## config.mk

```make
export PLATFORM = sky130hd
export DESIGN_NAME = gfx_map_compare_mask
export DESIGN_NICKNAME = d
export VERILOG_FILES = /design/src/logic/gfx_map_pkg.sv /design/src/logic/plane_dp_if.sv /design/src/logic/gfx_map_compare_mask.sv /design/src/logic/plane_datapath.sv
export SDC_FILE = /design/constraint.sdc
export NUM_CORES = 1
export LEC_CHECK = 0
export ABC_AREA = 0
export BUFFER_PORTS_ARGS = -buffer_cell sky130_fd_sc_hd__buf_2
export CORE_MARGIN = 5
export CORE_UTILIZATION = 58
export CTS_BUF_LIST = sky130_fd_sc_hd__clkbuf_4 sky130_fd_sc_hd__clkbuf_8
export DETAILED_ROUTE_END_ITERATION = 8
export HOLD_SLACK_MARGIN = 0.05
export PLACE_DENSITY = 0.89
export SETUP_SLACK_MARGIN = 0.3
export SYNTH_ARGS = -nofsm -noshare
export SYNTH_HDL_FRONTEND = slang
export SYNTH_SLANG_ARGS = --single-unit
```

## constraint.sdc

```tcl
create_clock -name clk -period 10.5 [get_ports clk]
set_clock_uncertainty 0.1 [all_clocks]
set_input_delay 1.575 -clock clk [delete_from_list [all_inputs] [get_ports clk]]
set_output_delay 1.575 -clock clk [all_outputs]
set_load 0.01 [all_outputs]
```

## src/logic/gfx_map_pkg.sv

```systemverilog
// Constants for the graphics map / compare / bit-mask register block.
// Assumes one display-core clock and the indexed I/O data port outside.
`default_nettype none
package gfx_map_pkg;
  // Register indexes on the graphics data port
  localparam logic [7:0] IDX_MISC   = 8'h06;
  localparam logic [7:0] IDX_IGNORE = 8'h07;
  localparam logic [7:0] IDX_MASK   = 8'h08;
  // Field positions in misc_map_select
  localparam int GFX_BIT   = 0;
  localparam int CHAIN_BIT = 1;
  localparam int MAP_LSB   = 2;
  // Field position in misc_output_control
  localparam int MEM_EN_BIT = 1;
  // Reset values (undefined on the real part, zero here)
  localparam logic [3:0] MISC_RST   = 4'h0;
  localparam logic [3:0] IGNORE_RST = 4'h0;
  localparam logic [7:0] MASK_RST   = 8'h00;
  // Map select encodings
  localparam logic [1:0] MAP_128K = 2'b00;
  localparam logic [1:0] MAP_A64K = 2'b01;
  localparam logic [1:0] MAP_B32K = 2'b10;
  localparam logic [1:0] MAP_B8_32K = 2'b11;
  // Aperture limits
  localparam logic [19:0] APER_A_LO  = 20'hA_0000;
  localparam logic [19:0] APER_A_HI  = 20'hA_FFFF;
  localparam logic [19:0] APER_B_LO  = 20'hB_0000;
  localparam logic [19:0] APER_B_MID = 20'hB_7FFF;
  localparam logic [19:0] APER_B8_LO = 20'hB_8000;
  localparam logic [19:0] APER_B_HI  = 20'hB_FFFF;
  // Host memory cycle sequencer
  typedef enum logic [1:0] {ST_IDLE, ST_RD_REQ, ST_RD_DATA} state_type;
endpackage : gfx_map_pkg
`default_nettype wire

```

## src/logic/plane_dp_if.sv

```systemverilog
// Carries plane data between the register core and the plane datapath.
// Assumes both ends sit on the same clock; the datapath is combinational.
`default_nettype none
interface plane_dp_if;
  logic [31:0] latch;
  logic [31:0] wpath;
  logic [31:0] planes;
  logic [31:0] wr_data;
  logic [7:0]  mask;
  logic [7:0]  rd_data;
  logic [3:0]  cmp_en;
  logic [3:0]  cmp_colour;
  logic        rmode1;
  logic [1:0]  rsel;
  modport core (output latch, wpath, planes, mask, cmp_en, cmp_colour, rmode1, rsel,
                input  wr_data, rd_data);
  modport dp   (input  latch, wpath, planes, mask, cmp_en, cmp_colour, rmode1, rsel,
                output wr_data, rd_data);
endinterface : plane_dp_if
`default_nettype wire

```

## src/logic/gfx_map_compare_mask.sv

```systemverilog
// Graphics map select, colour-ignore and bit-mask registers with the
// host aperture decode and plane access sequencer.
// Assumes the index register, mode and compare registers and the plane
// memory sit outside on the same clock; plane reads return one cycle later.
`default_nettype none
module gfx_map_compare_mask (
  // Clock and reset
  input  wire logic        clk,
  input  wire logic        rst,
  // Indexed register port
  input  wire logic [7:0]  reg_index,
  input  wire logic        reg_wr,
  input  wire logic        reg_rd,
  input  wire logic [7:0]  reg_wdata,
  output logic      [7:0]  reg_rdata,
  // Controls from neighbouring registers
  input  wire logic        pci_mem_enable,
  input  wire logic [7:0]  misc_output_control,
  input  wire logic        read_mode_1,
  input  wire logic [3:0]  compare_colour,
  input  wire logic [1:0]  read_plane_sel,
  input  wire logic [3:0]  plane_write_enable,
  // Mode outputs
  output logic             graphics_mode,
  output logic             odd_even_chain,
  // Host memory cycle
  input  wire logic        mem_req,
  input  wire logic        mem_we,
  input  wire logic [19:0] mem_addr,
  input  wire logic [31:0] write_path_data,
  output logic             mem_claim,
  output logic             mem_ack,
  output logic      [7:0]  mem_rdata,
  // Plane memory
  output logic      [15:0] plane_addr,
  output logic             plane_rd,
  output logic      [3:0]  plane_we,
  output logic      [31:0] plane_wdata,
  input  wire logic [31:0] plane_rdata
);

  typedef struct packed {
    gfx_map_pkg::state_type st;
    logic [3:0]             misc;
    logic [3:0]             ignore;
    logic [7:0]             mask;
    logic [7:0]             reg_rdata;
    logic [31:0]            latch;
    logic [1:0]             rsel;
    logic [15:0]            plane_addr;
    logic                   plane_rd;
    logic [3:0]             plane_we;
    logic [31:0]            plane_wdata;
    logic                   mem_ack;
    logic [7:0]             mem_rdata;
  } regs_type;

  regs_type s_r;
  regs_type s_nxt;

  plane_dp_if dpi ();

  logic [1:0]  map_sel;
  logic        chain;
  logic        in_window;
  logic        enabled;
  logic [15:0] offset;
  logic [3:0]  pair_mask;

  assign map_sel = s_r.misc[gfx_map_pkg::MAP_LSB +: 2];
  assign chain   = s_r.misc[gfx_map_pkg::CHAIN_BIT];

  // Aperture window decode
  always_comb begin
    if (map_sel == gfx_map_pkg::MAP_128K) begin
      in_window = (mem_addr >= gfx_map_pkg::APER_A_LO) &&
                  (mem_addr <= gfx_map_pkg::APER_B_HI);
    end else if (map_sel == gfx_map_pkg::MAP_A64K) begin
      in_window = (mem_addr >= gfx_map_pkg::APER_A_LO) &&
                  (mem_addr <= gfx_map_pkg::APER_A_HI);
    end else if (map_sel == gfx_map_pkg::MAP_B32K) begin
      in_window = (mem_addr >= gfx_map_pkg::APER_B_LO) &&
                  (mem_addr <= gfx_map_pkg::APER_B_MID);
    end else begin
      in_window = (mem_addr >= gfx_map_pkg::APER_B8_LO) &&
                  (mem_addr <= gfx_map_pkg::APER_B_HI);
    end
  end

  assign enabled = pci_mem_enable &&
                   misc_output_control[gfx_map_pkg::MEM_EN_BIT];
  // One cycle at a time; out-of-window cycles are left for other targets
  assign mem_claim = mem_req && enabled && in_window &&
                     (s_r.st == gfx_map_pkg::ST_IDLE);

  // Chained mode folds A0 out of the plane offset
  assign offset    = chain ? {1'b0, mem_addr[15:1]} : mem_addr[15:0];
  assign pair_mask = !chain ? 4'b1111 : (mem_addr[0] ? 4'b1010 : 4'b0101);

  // Datapath operands
  assign dpi.latch      = s_r.latch;
  assign dpi.wpath      = write_path_data;
  assign dpi.planes     = plane_rdata;
  assign dpi.mask       = s_r.mask;
  assign dpi.cmp_en     = s_r.ignore;
  assign dpi.cmp_colour = compare_colour;
  assign dpi.rmode1     = read_mode_1;
  assign dpi.rsel       = s_r.rsel;

  plane_datapath u_dp (
    .dp (dpi.dp)
  );

  always_comb begin
    s_nxt          = s_r;
    s_nxt.mem_ack  = 1'b0;
    s_nxt.plane_rd = 1'b0;
    s_nxt.plane_we = 4'h0;

    // Register port; reserved nibbles are dropped on write
    if (reg_wr) begin
      if (reg_index == gfx_map_pkg::IDX_MISC) begin
        s_nxt.misc = reg_wdata[3:0];
      end else if (reg_index == gfx_map_pkg::IDX_IGNORE) begin
        s_nxt.ignore = reg_wdata[3:0];
      end else if (reg_index == gfx_map_pkg::IDX_MASK) begin
        s_nxt.mask = reg_wdata;
      end
    end
    if (reg_rd) begin
      if (reg_index == gfx_map_pkg::IDX_MISC) begin
        s_nxt.reg_rdata = {4'h0, s_r.misc};
      end else if (reg_index == gfx_map_pkg::IDX_IGNORE) begin
        s_nxt.reg_rdata = {4'h0, s_r.ignore};
      end else if (reg_index == gfx_map_pkg::IDX_MASK) begin
        s_nxt.reg_rdata = s_r.mask;
      end else begin
        s_nxt.reg_rdata = 8'h00;
      end
    end

    case (s_r.st)
      gfx_map_pkg::ST_IDLE: begin
        if (mem_claim) begin
          s_nxt.plane_addr = offset;
          if (mem_we) begin
            // Mask uses latches as they stand now, so read first
            s_nxt.plane_wdata = dpi.wr_data;
            s_nxt.plane_we    = plane_write_enable & pair_mask;
            s_nxt.mem_ack     = 1'b1;
          end else begin
            s_nxt.rsel     = chain ? {read_plane_sel[1], mem_addr[0]}
                                   : read_plane_sel;
            s_nxt.plane_rd = 1'b1;
            s_nxt.st       = gfx_map_pkg::ST_RD_REQ;
          end
        end
      end
      gfx_map_pkg::ST_RD_REQ: begin
        s_nxt.st = gfx_map_pkg::ST_RD_DATA;
      end
      gfx_map_pkg::ST_RD_DATA: begin
        s_nxt.latch     = plane_rdata;
        s_nxt.mem_rdata = dpi.rd_data;
        s_nxt.mem_ack   = 1'b1;
        s_nxt.st        = gfx_map_pkg::ST_IDLE;
      end
      default: begin
        s_nxt.st = gfx_map_pkg::ST_IDLE;
      end
    endcase
  end

  always_ff @(posedge clk or posedge rst) begin
    if (rst) begin
      s_r        <= '0;
      s_r.st     <= gfx_map_pkg::ST_IDLE;
      s_r.misc   <= gfx_map_pkg::MISC_RST;
      s_r.ignore <= gfx_map_pkg::IGNORE_RST;
      s_r.mask   <= gfx_map_pkg::MASK_RST;
    end else begin
      s_r <= s_nxt;
    end
  end

  assign reg_rdata      = s_r.reg_rdata;
  assign graphics_mode  = s_r.misc[gfx_map_pkg::GFX_BIT];
  assign odd_even_chain = chain;
  assign mem_ack        = s_r.mem_ack;
  assign mem_rdata      = s_r.mem_rdata;
  assign plane_addr     = s_r.plane_addr;
  assign plane_rd       = s_r.plane_rd;
  assign plane_we       = s_r.plane_we;
  assign plane_wdata    = s_r.plane_wdata;
endmodule : gfx_map_compare_mask
`default_nettype wire

```

## src/logic/plane_datapath.sv

```systemverilog
// Combinational plane datapath: write bit mask and read compare/select.
// Assumes the core presents stable operands and registers the results.
`default_nettype none
module plane_datapath (
  plane_dp_if.dp dp
);
  genvar g;
  logic [7:0] match_bit;

  // Mask after rotate, logic op and set/reset, which arrive merged in wpath
  generate
    for (g = 0; g < 4; g++) begin : g_plane
      assign dp.wr_data[g*8 +: 8] = (dp.wpath[g*8 +: 8] & dp.mask) |
                                    (dp.latch[g*8 +: 8] & ~dp.mask);
    end
    for (g = 0; g < 8; g++) begin : g_bit
      // Excluded planes count as matching
      assign match_bit[g] = &(~dp.cmp_en | ~({dp.planes[24+g], dp.planes[16+g],
                                              dp.planes[8+g], dp.planes[g]} ^
                                             dp.cmp_colour));
    end
  endgenerate

  assign dp.rd_data = dp.rmode1 ? match_bit
                                : dp.planes[{dp.rsel, 3'b000} +: 8];
endmodule : plane_datapath
`default_nettype wire

```

; ---- Word-level counts from Yosys, hierarchy flattened
; Index checks and enable logic that the tools add are counted.
[word_totals]
in_bits = 126
wordCells = 115
output_inout_bits = 73
ff_bits = 122
[classes]
shifts = 1
n_eq_ne = 9
reduce_logical = 25
order_cmp = 6
n_mux = 19
bitwise = 42
[op_table]
columns = op, count
row1 = 37-bit two-way mux, 2
row2 = 8-bit bitwise AND, 8
row3 = "20-bit greater-or-equal comparator, second input constant", 3
row4 = "20-bit less-or-equal comparator, second input constant", 3
row5 = 38-bit two-way mux, 1
row6 = 4-bit NOT, 9
row7 = 4-bit AND reduction, 9
row8 = 8-bit two-way mux, 4
row9 = 4-bit bitwise OR, 8
row10 = 8-bit bitwise OR, 4
row11 = 32-bit by 6-bit variable part select with 8-bit output, 1
row12 = 4-bit XOR, 8
row13 = "8-bit by 3-bit == test with 1-bit output, second input constant", 2
row14 = 16-bit two-way mux, 1
row15 = 3-bit AND reduction, 3
row16 = "8-bit by 4-bit == test with 1-bit output, second input constant", 1
row17 = 1-bit logical AND, 8
row18 = 4-bit two-way mux, 2
row19 = 8-bit NOT, 1
row20 = 2-bit AND reduction, 3
row21 = 1-bit two-way mux, 5
row22 = 4-bit bitwise AND, 1
row23 = "2-bit by 1-bit == test with 1-bit output, second input constant", 2
row24 = "2-bit == test, second input constant", 2
row25 = 6 further kinds, 11

; ---- Longest topological paths before layout
; Gate-level depths: netlist (run 1).
[depth]
word_depth = 9
mapped_depth = 5
mapped_depth_nobuf = 4

; ---- Modules after synthesis
; Synthesis (run 1) repeated with hierarchy kept, for this count alone.
[hier_totals]
cells_unflattened = 504
area_unflattened_um2 = 6550.0
[modules_own_cells]
columns = module, cells_per_inst, instances, seq_area_each_um2, area_per_inst_um2
row1 = gfx_map_compare_mask, 388, 1, 3052.9, 5431.5
row2 = plane_datapath, 116, 1, 0.0, 1118.6

; ---- Worst setup path before layout (run 1)
; No wires, ideal clock.
[synth_path]
path_type = input port to output port
start = input mem_addr[18]
end = output mem_claim
n_path_buf = 1
cell_stages = 5
slack_ps = 6299
t_required_ps = 8825
t_arrival_ps = 2526
path_cell_list = nand4b_1 -> nor4_4 -> nand3_4 -> buf_6 -> inv_1
[synth_via]
elab_chain_cells = 7
elab_cells_between_ends = 15
classes_between = order compare: 6 / mux: 3 / reduce/logical: 6
[synth_lines]
columns = element, line_no
row1 = from (decl), gfx_map_compare_mask.sv:29  ; input wire logic [19:0] mem_addr,
row2 = 20-bit greater-or-equal comparator (tied with other cells), gfx_map_compare_mask.sv:85  ; in_window = (mem_addr >= gfx_map_pkg::APER_B8_LO) &&
row3 = "1-bit logical AND, on equally long branches", "gfx_map_compare_mask.sv:85, gfx_map_compare_mask.sv:82"
row4 = 1-bit two-way mux, gfx_map_compare_mask.sv:81  ; end else if (map_sel == gfx_map_pkg::MAP_B32K) begin
row5 = 1-bit two-way mux, gfx_map_compare_mask.sv:78  ; end else if (map_sel == gfx_map_pkg::MAP_A64K) begin
row6 = 1-bit two-way mux *, gfx_map_compare_mask.sv:75  ; if (map_sel == gfx_map_pkg::MAP_128K) begin
row7 = 1-bit logical AND * (2 in a row), gfx_map_compare_mask.sv:93  ; assign mem_claim = mem_req && enabled && in_window &&
row8 = to (decl), gfx_map_compare_mask.sv:31  ; output logic mem_claim,
; Mark *: on every way between the ends. The rest lies on a longest branch, timed or not.

; ---- Worst setup path in the final report (run 1)
; Same ends and word-level chain as after synthesis.

==> results of run 1 <==
[power groups by stage]
| stage | combinational [uW] | sequential [uW] | clock, uW |
|---|---|---|---|
| after floorplan | 209 | 564 | 0 |
| after global placement | 227 | 580 | 0 |
| after detailed placement | 237 | 585 | 0 |
| after CTS | 238 | 577 | 444 |
| after global routing | 257 | 585 | 465 |
| final | 235 | 577 | 435 |
[flip-flops by register name (all words and copies together), names as in the netlist, 2 cells and up]
signal / count
plane_wdata: 32
plane_we: 4
dpi.latch: 32
dpi.mask: 8
dpi.cmp_en: 4
reg_rdata: 8
dpi.rsel: 2
map_sel: 2
mem_rdata: 8
plane_addr: 16
s_r: 2
[cell families (layout without fill, tap and decap cells)]
logic type | after synthesis | count (layout)
flops | 122 | 122
xor+xnor | 32 | 32
buf+inv | 96 | 229
compound gates | 34 | 34
simple gates | 66 | 66
mux | 153 | 153
[worst paths after layout]
kind                       depth (start not counted)         endpoint  slack, ns    startpoint
min                                                1         s_r[121]       0.40      s_r[120]
min in group asynchronous                          2      dpi.mask[5]       1.10           rst
min reg2reg                                        1         s_r[121]       0.40      s_r[120]
max reg2reg                                        4  plane_wdata[21]       7.84      s_r[121]
max                                                6        mem_claim       6.05  mem_addr[18]
max in group asynchronous                          3    dpi.latch[13]       7.84           rst
[cell type report]
class,instances,area share
Inverter,6,0.00332
Tap cell,143,0.0238
Clock buffer,25,0.0440
Sequential cell,122,0.405
Timing Repair Buffer,192,0.128
Multi-Input combinational cell,285,0.384
Clock inverter,6,0.0113
[metrics by stage]
step	instances	area, sq um	power, uW	util	setup slack (ns)
6_report	779	7530	1250	0.668	6.05
5_1_grt	779	7530	1310	0.668	5.95
4_1_cts	779	7530	1260	0.668	6.04
3_5_place_dp	748	7110	822	0.631	6.06
3_3_place_gp	748	7110	807	0.631	6.08
2_1_floorplan	503	6590	773	-	5.58
[worst max-delay path, cell delays in order]
cell and delay (ns):
buf_2 0.09, nand4b_1 0.26, nor4_4 0.33, nand3_4 0.28, inv_1 0.10, buf_2 0.13
[layout by cell type (no fill, tap or decap), types with 2 or more instances in the layout]
| cell | instances |
|---|---|
| a22o_1 | 8 |
| xor2_1 | 32 |
| dfrtp_1 | 122 |
| mux4_2 | 8 |
| and3_1 | 5 |
| clkbuf_4 | 2 |
| clkbuf_8 | 23 |
| nand3_1 | 9 |
| and4b_1 | 3 |
| nor2b_1 | 4 |
| mux2_4 | 29 |
| nand2b_1 | 6 |
| a222oi_1 | 8 |
| o2bb2ai_1 | 4 |
| a22oi_1 | 8 |
| bufinv_16 | 2 |
| nand2_1 | 21 |
| inv_1 | 5 |
| buf_2 | 191 |
| mux2_2 | 116 |
| nor2_1 | 4 |
| clkinv_2 | 2 |
| clkinvlp_4 | 2 |
| o21ai_0 | 5 |
| nand3b_1 | 2 |
[layer usage]
metal	part of all wire	track usage
met5	0	0
met4	0.027	0.113
met1	0.40	0.277
met2	0.50	0.384
met3	0.077	0.0684
==> impl_metrics.csv, run 1 <==
group,metric,value,unit
placed_design,finalWeightedCongestion,0.792,
timing,grt_setup_unrepaired,"no",
routing,finalWirelength,15300,um
routing,wl_per_cell,19.6,um
routing,drtIter0Drc,202,
synth,synth_top_family_by_area,"multiplexers",
global_route,grt_pass1_vias,4888,
timing,fin_setup_tns,0,ns
synth,synthFlopType,"dfrtp_1",
die,die_x,117,um
cells_and_area,diodes,0,
synth,async_flop_share,1.00,
synth,yosys-top-cells-count,"122 x dfrtp_1, 116 x mux2_2, 68 x buf_4",
cts,numCtsBuffers,17,
synth,synthMuxAreaShare,0.292,
synth,yosys.area_share.simple,0.0621,
timing,holdWs,0.399,ns
power_and_ir_drop,seqPwrFrac,0.463,
timing,hold_viol_final,0,
synth,synth_fa_ha_area_frac,0,
power_and_ir_drop,internal_power,920,uW
die,ios,199,
synth,syn_inst,503,
power_and_ir_drop,powerDensity,166,nW/um^2
worst_setup_path,path_class,"in -> out",
cts,clk_path_buf_depth,2,
cells_and_area,area_growth,14.3,%
synth,synth.most_common_cell,"dfrtp_1",
timing,drv_slew,0,
synth,synth_seq_cells,122,
min_path,hp-class,"reg -> reg",
cts,htree_levels,4,
worst_setup_path,cp_max_fo,17,
timing,tightest_slew,1.01,ns
power_and_ir_drop,p_leak,0.00384,uW
timing,relSlewSlack,0.325,
worst_setup_path,arrival,2.77,ns
timing,fmax,225,MHz
run_status,outcome,"finished, final reports clean",
placed_design,post-dp-hpwl,11300,um
synth,synth_area_per_cell,13.1,sq um
timing,period_share,0.424,
cts,post_cts_buffers,0,
worst_setup_path,cp-end-kind,"output port",
cts,clock-sinks,122,
power_and_ir_drop,p_comb_frac,0.189,
cts,cts-root-buf,"clkbuf_8",
cts,cts_resized,0,
synth,synth-xor-area-share,0.0425,
routing,vias,4371,
routing,detail-route-antenna-nets,0,
power_and_ir_drop,vdd_drop_max,0.109,mV
die,placementRows,39,
synth,synth_compound_area_frac,0.0423,
cells_and_area,seqCellArea,3050,sq um
cells_and_area,drive_gt1_frac,0.602,
die,core,11300,sq um
synth,synth_edf_count,0,
die,start_util,0.585,
synth,synth_seq_area_share,0.463,
synth,yosysTopAreaCellShare,0.463,
synth,ys_warn_count,0,
global_route,grt_max_degree,73,
synth,synth.distinct_cells,35,
timing,post-route-min-period,4.45,ns
global_route,antenna_found_initial,0,
die,die-area,13600,sq um
run,drv_cap,0,
cells_and_area,nFillCells,820,
worst_setup_path,critPathRequiredTime,8.83,ns
global_route,grt_pass1_wl,24000,um
power_and_ir_drop,p_sw,327,uW
placed_design,portBuffers,191,
cells_and_area,multi_input_area,2890,sq um
global_route,grt_usage,0.232,
cells_and_area,final_nets,750,
cts,cts.hold.buffers_added,0,
cts,clk_latency,0.45,ns
timing,setup_viol,0,
routing,drc,0,
cts,cts_tree,"yes",
synth,synth.net_count,629,
power_and_ir_drop,switching_share,0.262,
worst_setup_path,setup.worst_path.start_class,"input port",
die,die_h,117,um
power_and_ir_drop,clock_power_share,0.349,
routing,post_drt_via_cell_ratio,5.61,
synth,synth_top_area_cell,"dfrtp_1",
cts,clkSlewWorstSetupHoldPaths,0.07,ns
synth,synth_area_leaders,"dfrtp_1 46%, mux2_2 20%, buf_4 7.7%",
global_route,grt-ovfl-total,0,
synth,synth_area,6590,sq um
routing,dr.pass1.iters,5,
Power figures use the tool's default switching activity.
==> run 2, diff against run 1 <==
ABC_AREA = 1   (was 0)
CORE_UTILIZATION = 49   (was 58)
PLACE_DENSITY = 0.79   (was 0.89)
clock period = 3.75 ns   (was 10.5 ns; I/O delays follow)
==> impl_metrics.csv, run 2 <==
group,metric,value,unit
timing,drv_slew,0,
timing,fin_ws,1.18,ns
worst_setup_path,path_class,"reg -> out",
timing,tightest_slew,0.978,ns
routing,finalWirelength,18300,um
global_route,grt_pass1_vias,5810,
synth,yosysTopAreaCellShare,0.448,
global_route,antenna_found_initial,0,
placed_design,portBuffers,191,
die,die_h,128,um
global_route,grt_max_degree,123,
routing,dr.pass1.iters,5,
worst_setup_path,cp_cell_sequence,"nand2_1 -> nand3b_1 -> nor2_4 -> nand2_2 -> inv_1 -> buf_2",
power_and_ir_drop,p_leak,0.00435,uW
die,start_util,0.495,
run_status,outcome,"finished, final reports clean",
synth,synthMuxAreaShare,0.0220,
synth,synth_edf_count,0,
synth,synth_top_family_by_area,"simple AND/OR/NAND/NOR gates",
worst_setup_path,cp-end-kind,"output port",
synth,synth_fa_ha_area_frac,0,
cts,cts_resized,0,
timing,fmax,390,MHz
cts,numCtsBuffers,17,
timing,hold_viol_final,0,
cts,clock-sinks,122,
synth,syn_inst,932,
die,ios,199,
min_path,hp-class,"in -> async",
run,drv_cap,0,
synth,async_flop_share,1.00,
synth,synth-xor-area-share,0,
cts,cts.hold.buffers_added,0,
cts,post_cts_buffers,0,
synth,synth_compound_area_frac,0.0622,
cts,clk_latency,0.45,ns
placed_design,dpl_cell_area,7330,sq um
cells_and_area,final_nets,1160,
cts,htree_levels,4,
cells_and_area,area_growth,14.5,%
synth,synth_area,6820,sq um
synth,synthFlopType,"dfrtp_1",
die,core,13800,sq um
routing,post_drt_via_cell_ratio,5.01,
cells_and_area,fin_area,7800,sq um
synth,synth_seq_area_share,0.448,
placed_design,pre_cts_slack,1.42,ns
worst_setup_path,crit_path_top_delay_cell,"dfrtp_1",
worst_setup_path,arrival,1.90,ns
placed_design,finalWeightedCongestion,0.897,
cts,clk_path_buf_depth,2,
synth,synth_area_per_cell,7.31,sq um
worst_setup_path,cp_max_fo,33,
die,die_x,128,um
routing,wl_per_cell,14.9,um
timing,relSlewSlack,0.348,
synth,yosys.area_share.simple,0.319,
routing,vias,6148,
synth,synth.most_common_cell,"nand2_1",
timing,period_share,0.684,
die,die-area,16400,sq um
die,placementRows,43,
timing,post-route-min-period,2.57,ns
synth,synth_area_leaders,"dfrtp_1 45%, nand2_1 19%, buf_4 7.5%",
cells_and_area,diodes,0,
timing,setup_viol,0,
power_and_ir_drop,vdd_drop_max,0.204,mV
global_route,grt_pass1_wl,29200,um
synth,yosys-top-cells-count,"347 x nand2_1, 122 x dfrtp_1, 87 x nand3_1",
timing,grt_setup_unrepaired,"no",
synth,synth_seq_cells,122,
cts,cts-root-buf,"clkbuf_8",
global_route,grt_usage,0.228,
timing,fin_setup_tns,0,ns
timing,holdWs,0.179,ns
power_and_ir_drop,powerDensity,471,nW/um^2
cells_and_area,drive_gt1_frac,0.223,
synth,synth_top_area_cell,"dfrtp_1",
global_route,grt-ovfl-total,0,
routing,drc,0,
routing,drtIter0Drc,501,
worst_setup_path,setup.worst_path.start_class,"flop",
routing,detail-route-antenna-nets,0,
cts,clkSlewWorstSetupHoldPaths,0.07,ns
cells_and_area,final_common_cell,"nand2_1",
cts,cts_tree,"yes",
synth,ys_warn_count,0,
synth,synth.net_count,1058,
worst_setup_path,slowest_delay,0.46,ns
worst_setup_path,critPathRequiredTime,3.09,ns
placed_design,post-dp-hpwl,14100,um
synth,synth.distinct_cells,22,
cells_and_area,final_cell_mix,"347 x nand2_1, 191 x buf_2, 122 x dfrtp_1",
[run 2: through the flow]
step | instances | total power (uW) | util
after CTS | 1227 | 3710 | 0.567
after global routing | 1227 | 3880 | 0.567
after global placement | 1195 | 2300 | 0.532
final | 1227 | 3670 | 0.567
after detailed placement | 1195 | 2320 | 0.532
after floorplan | 932 | 2160 | -
[run 2: path summary, 6_finish.rpt]
kind | start | to | slack, ns | cells past startpoint
setup / recovery | map_sel[1] | mem_claim | 1.18 | 6
hold / removal | rst | odd_even_chain | 0.18 | 3
setup reg to reg | map_sel[1] | plane_wdata[26] | 1.67 | 7
hold reg to reg | plane_wdata[0] | plane_wdata[0] | 0.36 | 2
max in group asynchronous | rst | plane_wdata[28] | 2.88 | 3
min in group clk | plane_write_enable[0] | plane_we[0] | 0.24 | 3
[run 2: layer usage]
layer / vias up / track usage / share of wire
li1: 3104 / - / -
met1: 2797 / 0.308 / 0.45
met2: 218 / 0.354 / 0.45
met3: 29 / 0.0629 / 0.074
met4: 0 / 0.0755 / 0.019
met5: - / 0 / 0
[run 2: layout make-up]
type	count	area [sq um]
clock buffer	19	262
clock inverter	13	215
fill	1358	5970
inverter	80	304
multi-input combinational	618	2750
sequential	122	3050
tap	180	225
timing repair buffer	195	998
[run 2: logic make-up after synthesis]
| family | count (synthesis) |
|---|---|
| DFF | 122 |
| AOI/OAI and AO/OA | 84 |
| and+or+nand+nor | 519 |
| buffers and inverters | 192 |
| muxes | 15 |
[run 2: power breakdown]
part	switching (uW)	internal, uW	leakage (uW)	total (uW)
registers	127	1500	0.00150	1630
logic	397	269	0.00262	665
clock network	548	832	0.000236	1380
[run 2: worst max-delay path: cells and delay by family (launching register included)]
| family | cells | cell delay, ns |
|---|---|---|
| DFF | 1 | 0.46 |
| buffers and inverters | 2 | 0.27 |
| and+or+nand+nor | 4 | 0.72 |
==> run 3, diff against run 2 <==
clock period = 2.3 ns   (was 3.75 ns; I/O delays follow)
==> impl_metrics.csv, run 3 (same netlist as run 2, synthesis figures left out) <==
group,metric,value,unit
worst_setup_path,path_class,"reg -> out",
timing,holdWs,0.0784,ns
worst_setup_path,critPathRequiredTime,1.86,ns
global_route,grt.met3_usage,0.0575,
die,placementRows,43,
cells_and_area,final_cells,1246,
cts,clk_latency,0.45,ns
timing,fmax,511,MHz
global_route,grt_pass1_wl,30100,um
routing,drtIter0Drc,517,
run_status,outcome,"finished, final reports clean",
timing,post-route-min-period,1.96,ns
min_path,worstHoldStart,"reg_wdata[6]",
worst_setup_path,cp-startpoint,"map_sel[1]",
timing,fin_setup_tns,0,ns
routing,finalWirelength,18700,um
cts,numCtsBuffers,17,
global_route,grt_usage,0.234,
die,core,13800,sq um
global_route,grt-ovfl-total,0,
die,die-area,16400,sq um
power_and_ir_drop,p_sw,1790,uW
timing,relSlewSlack,0.597,
cts,clkSlewWorstSetupHoldPaths,0.07,ns
global_route,grt_util_met2,0.355,
power_and_ir_drop,clock_power_share,0.353,
timing,tightest_slew,0.604,ns
cts,cts_tree,"yes",
die,ios,199,
placed_design,dpl.cell_count,1201,
timing,period_share,0.851,
timing,setup_viol,0,
cts,cts-root-buf,"clkbuf_8",
placed_design,portBuffers,191,
cells_and_area,utilization,0.577,
cells_and_area,area_growth,16.5,%
routing,detail-route-antenna-nets,0,
cells_and_area,final_common_cell,"nand2_1",
worst_setup_path,setup.worst_path.start_class,"flop",
routing,vias,6325,
cells_and_area,final_cell_mix,"347 x nand2_1, 190 x buf_2, 121 x dfrtp_1",
cts,clock-sinks,122,
cells_and_area,nFillCells,1349,
timing,drv_slew,0,
power_and_ir_drop,p_leak,0.00440,uW
placed_design,finalWeightedCongestion,0.915,
power_and_ir_drop,seqPwrFrac,0.454,
power_and_ir_drop,powerDensity,733,nW/um^2
routing,dr.pass1.iters,7,
run,drv_cap,0,
cts,clk_path_buf_depth,2,
power_and_ir_drop,vdd_drop_max,0.287,mV
timing,hold_viol_final,0,
global_route,use_met1,0.315,
placed_design,pre_cts_slack,0.474,ns
power_and_ir_drop,switching_share,0.307,
worst_setup_path,cp-end-kind,"output port",
min_path,hp-class,"in -> reg",
cells_and_area,final_nets,1178,
power_and_ir_drop,internal_power,4040,uW
global_route,antenna_found_initial,1,
die,die_x,128,um
die,start_util,0.495,
die,die_h,128,um
routing,drc,0,
routing,post_drt_via_cell_ratio,5.08,
worst_setup_path,cp_max_fo,5,
routing,wl_per_cell,15.0,um
cells_and_area,drive_gt1_frac,0.231,
cts,htree_levels,4,
worst_setup_path,r2r-start,"map_sel[1]",
power_and_ir_drop,p_comb_frac,0.193,
global_route,top_usage_layer,"met2",
timing,grt_setup_unrepaired,"yes",
worst_setup_path,arrival,1.51,ns
timing,fin_ws,0.343,ns
global_route,grt_max_degree,72,
placed_design,post-dp-hpwl,14500,um
global_route,grt_pass1_vias,5951,
-- run 3: cell types whose count changed in the layout (fill, tap and decap cells not counted), sizes merged --
cell and change:
buf +9, bufinv -2, clkinv -5, clkinvlp +5
diode +1, dlygate4sd3 +9, inv +2
-- run 3: worst paths after layout --
check	to	slack [ns]	cells past startpoint
min in group asynchronous	mem_rdata[7]	0.31	3
setup / recovery	mem_claim	0.34	6
hold reg to reg	s_r[121]	0.37	1
setup reg to reg	plane_wdata[24]	0.38	8
hold / removal	dpi.mask[6]	0.08	3
max in group asynchronous	map_sel[1]	0.99	4
-- run 3: what timing repair did --
| action | CTS | global route |
|---|---|---|
| hold buffers | 9 | 0 |
| gates resized for setup | 6 | 0 |
| pin swaps | 1 | 0 |
| endpoints found under the setup margin | 1 | 26 |
| setup buffers | 3 | 0 |
| endpoints found under the hold margin | 22 | 0 |
-- run 3: stage by stage --
step | cell area (sq um) | total power, uW
after floorplan | 6820 | 3530
after global placement | 7370 | 3760
after detailed placement | 7370 | 3800
after CTS | 7940 | 5870
after global routing | 7940 | 6170
final | 7940 | 5830
-- run 3: cell type report --
type	count	area (sq um)	area share
Timing Repair Buffer	213	1160	0.146
Sequential cell	122	3050	0.384
Antenna cell	1	2.50	0.000315
Clock inverter	13	166	0.0209
Tap cell	180	225	0.0284
Multi-Input combinational cell	618	2770	0.348
Inverter	80	304	0.0383
Clock buffer	19	262	0.0329
-- run 3: critical path, cell delays in order (launching register included) --
cell	delay, ns
dfrtp_2	0.46
nand2_1	0.09
nand3b_1	0.12
nor2_4	0.14
nand2_2	0.07
inv_1	0.08
buf_6	0.10
-- run 3: power groups by stage --
stage | registers (uW) | clock network [uW] | logic, uW
2_1_floorplan | 2610 | 0 | 921
3_3_place_gp | 2670 | 0 | 1090
6_report | 2640 | 2060 | 1130
3_5_place_dp | 2680 | 0 | 1110
5_1_grt | 2690 | 2200 | 1280
4_1_cts | 2640 | 2090 | 1130
-- run 3: routing by layer --
metal  vias to the layer above  wire length (um)
li1                       3137                 -
met2                       274              8360
met1                      2858              8200
met5                         -                 0
met4                         0               719
met3                        56              1460
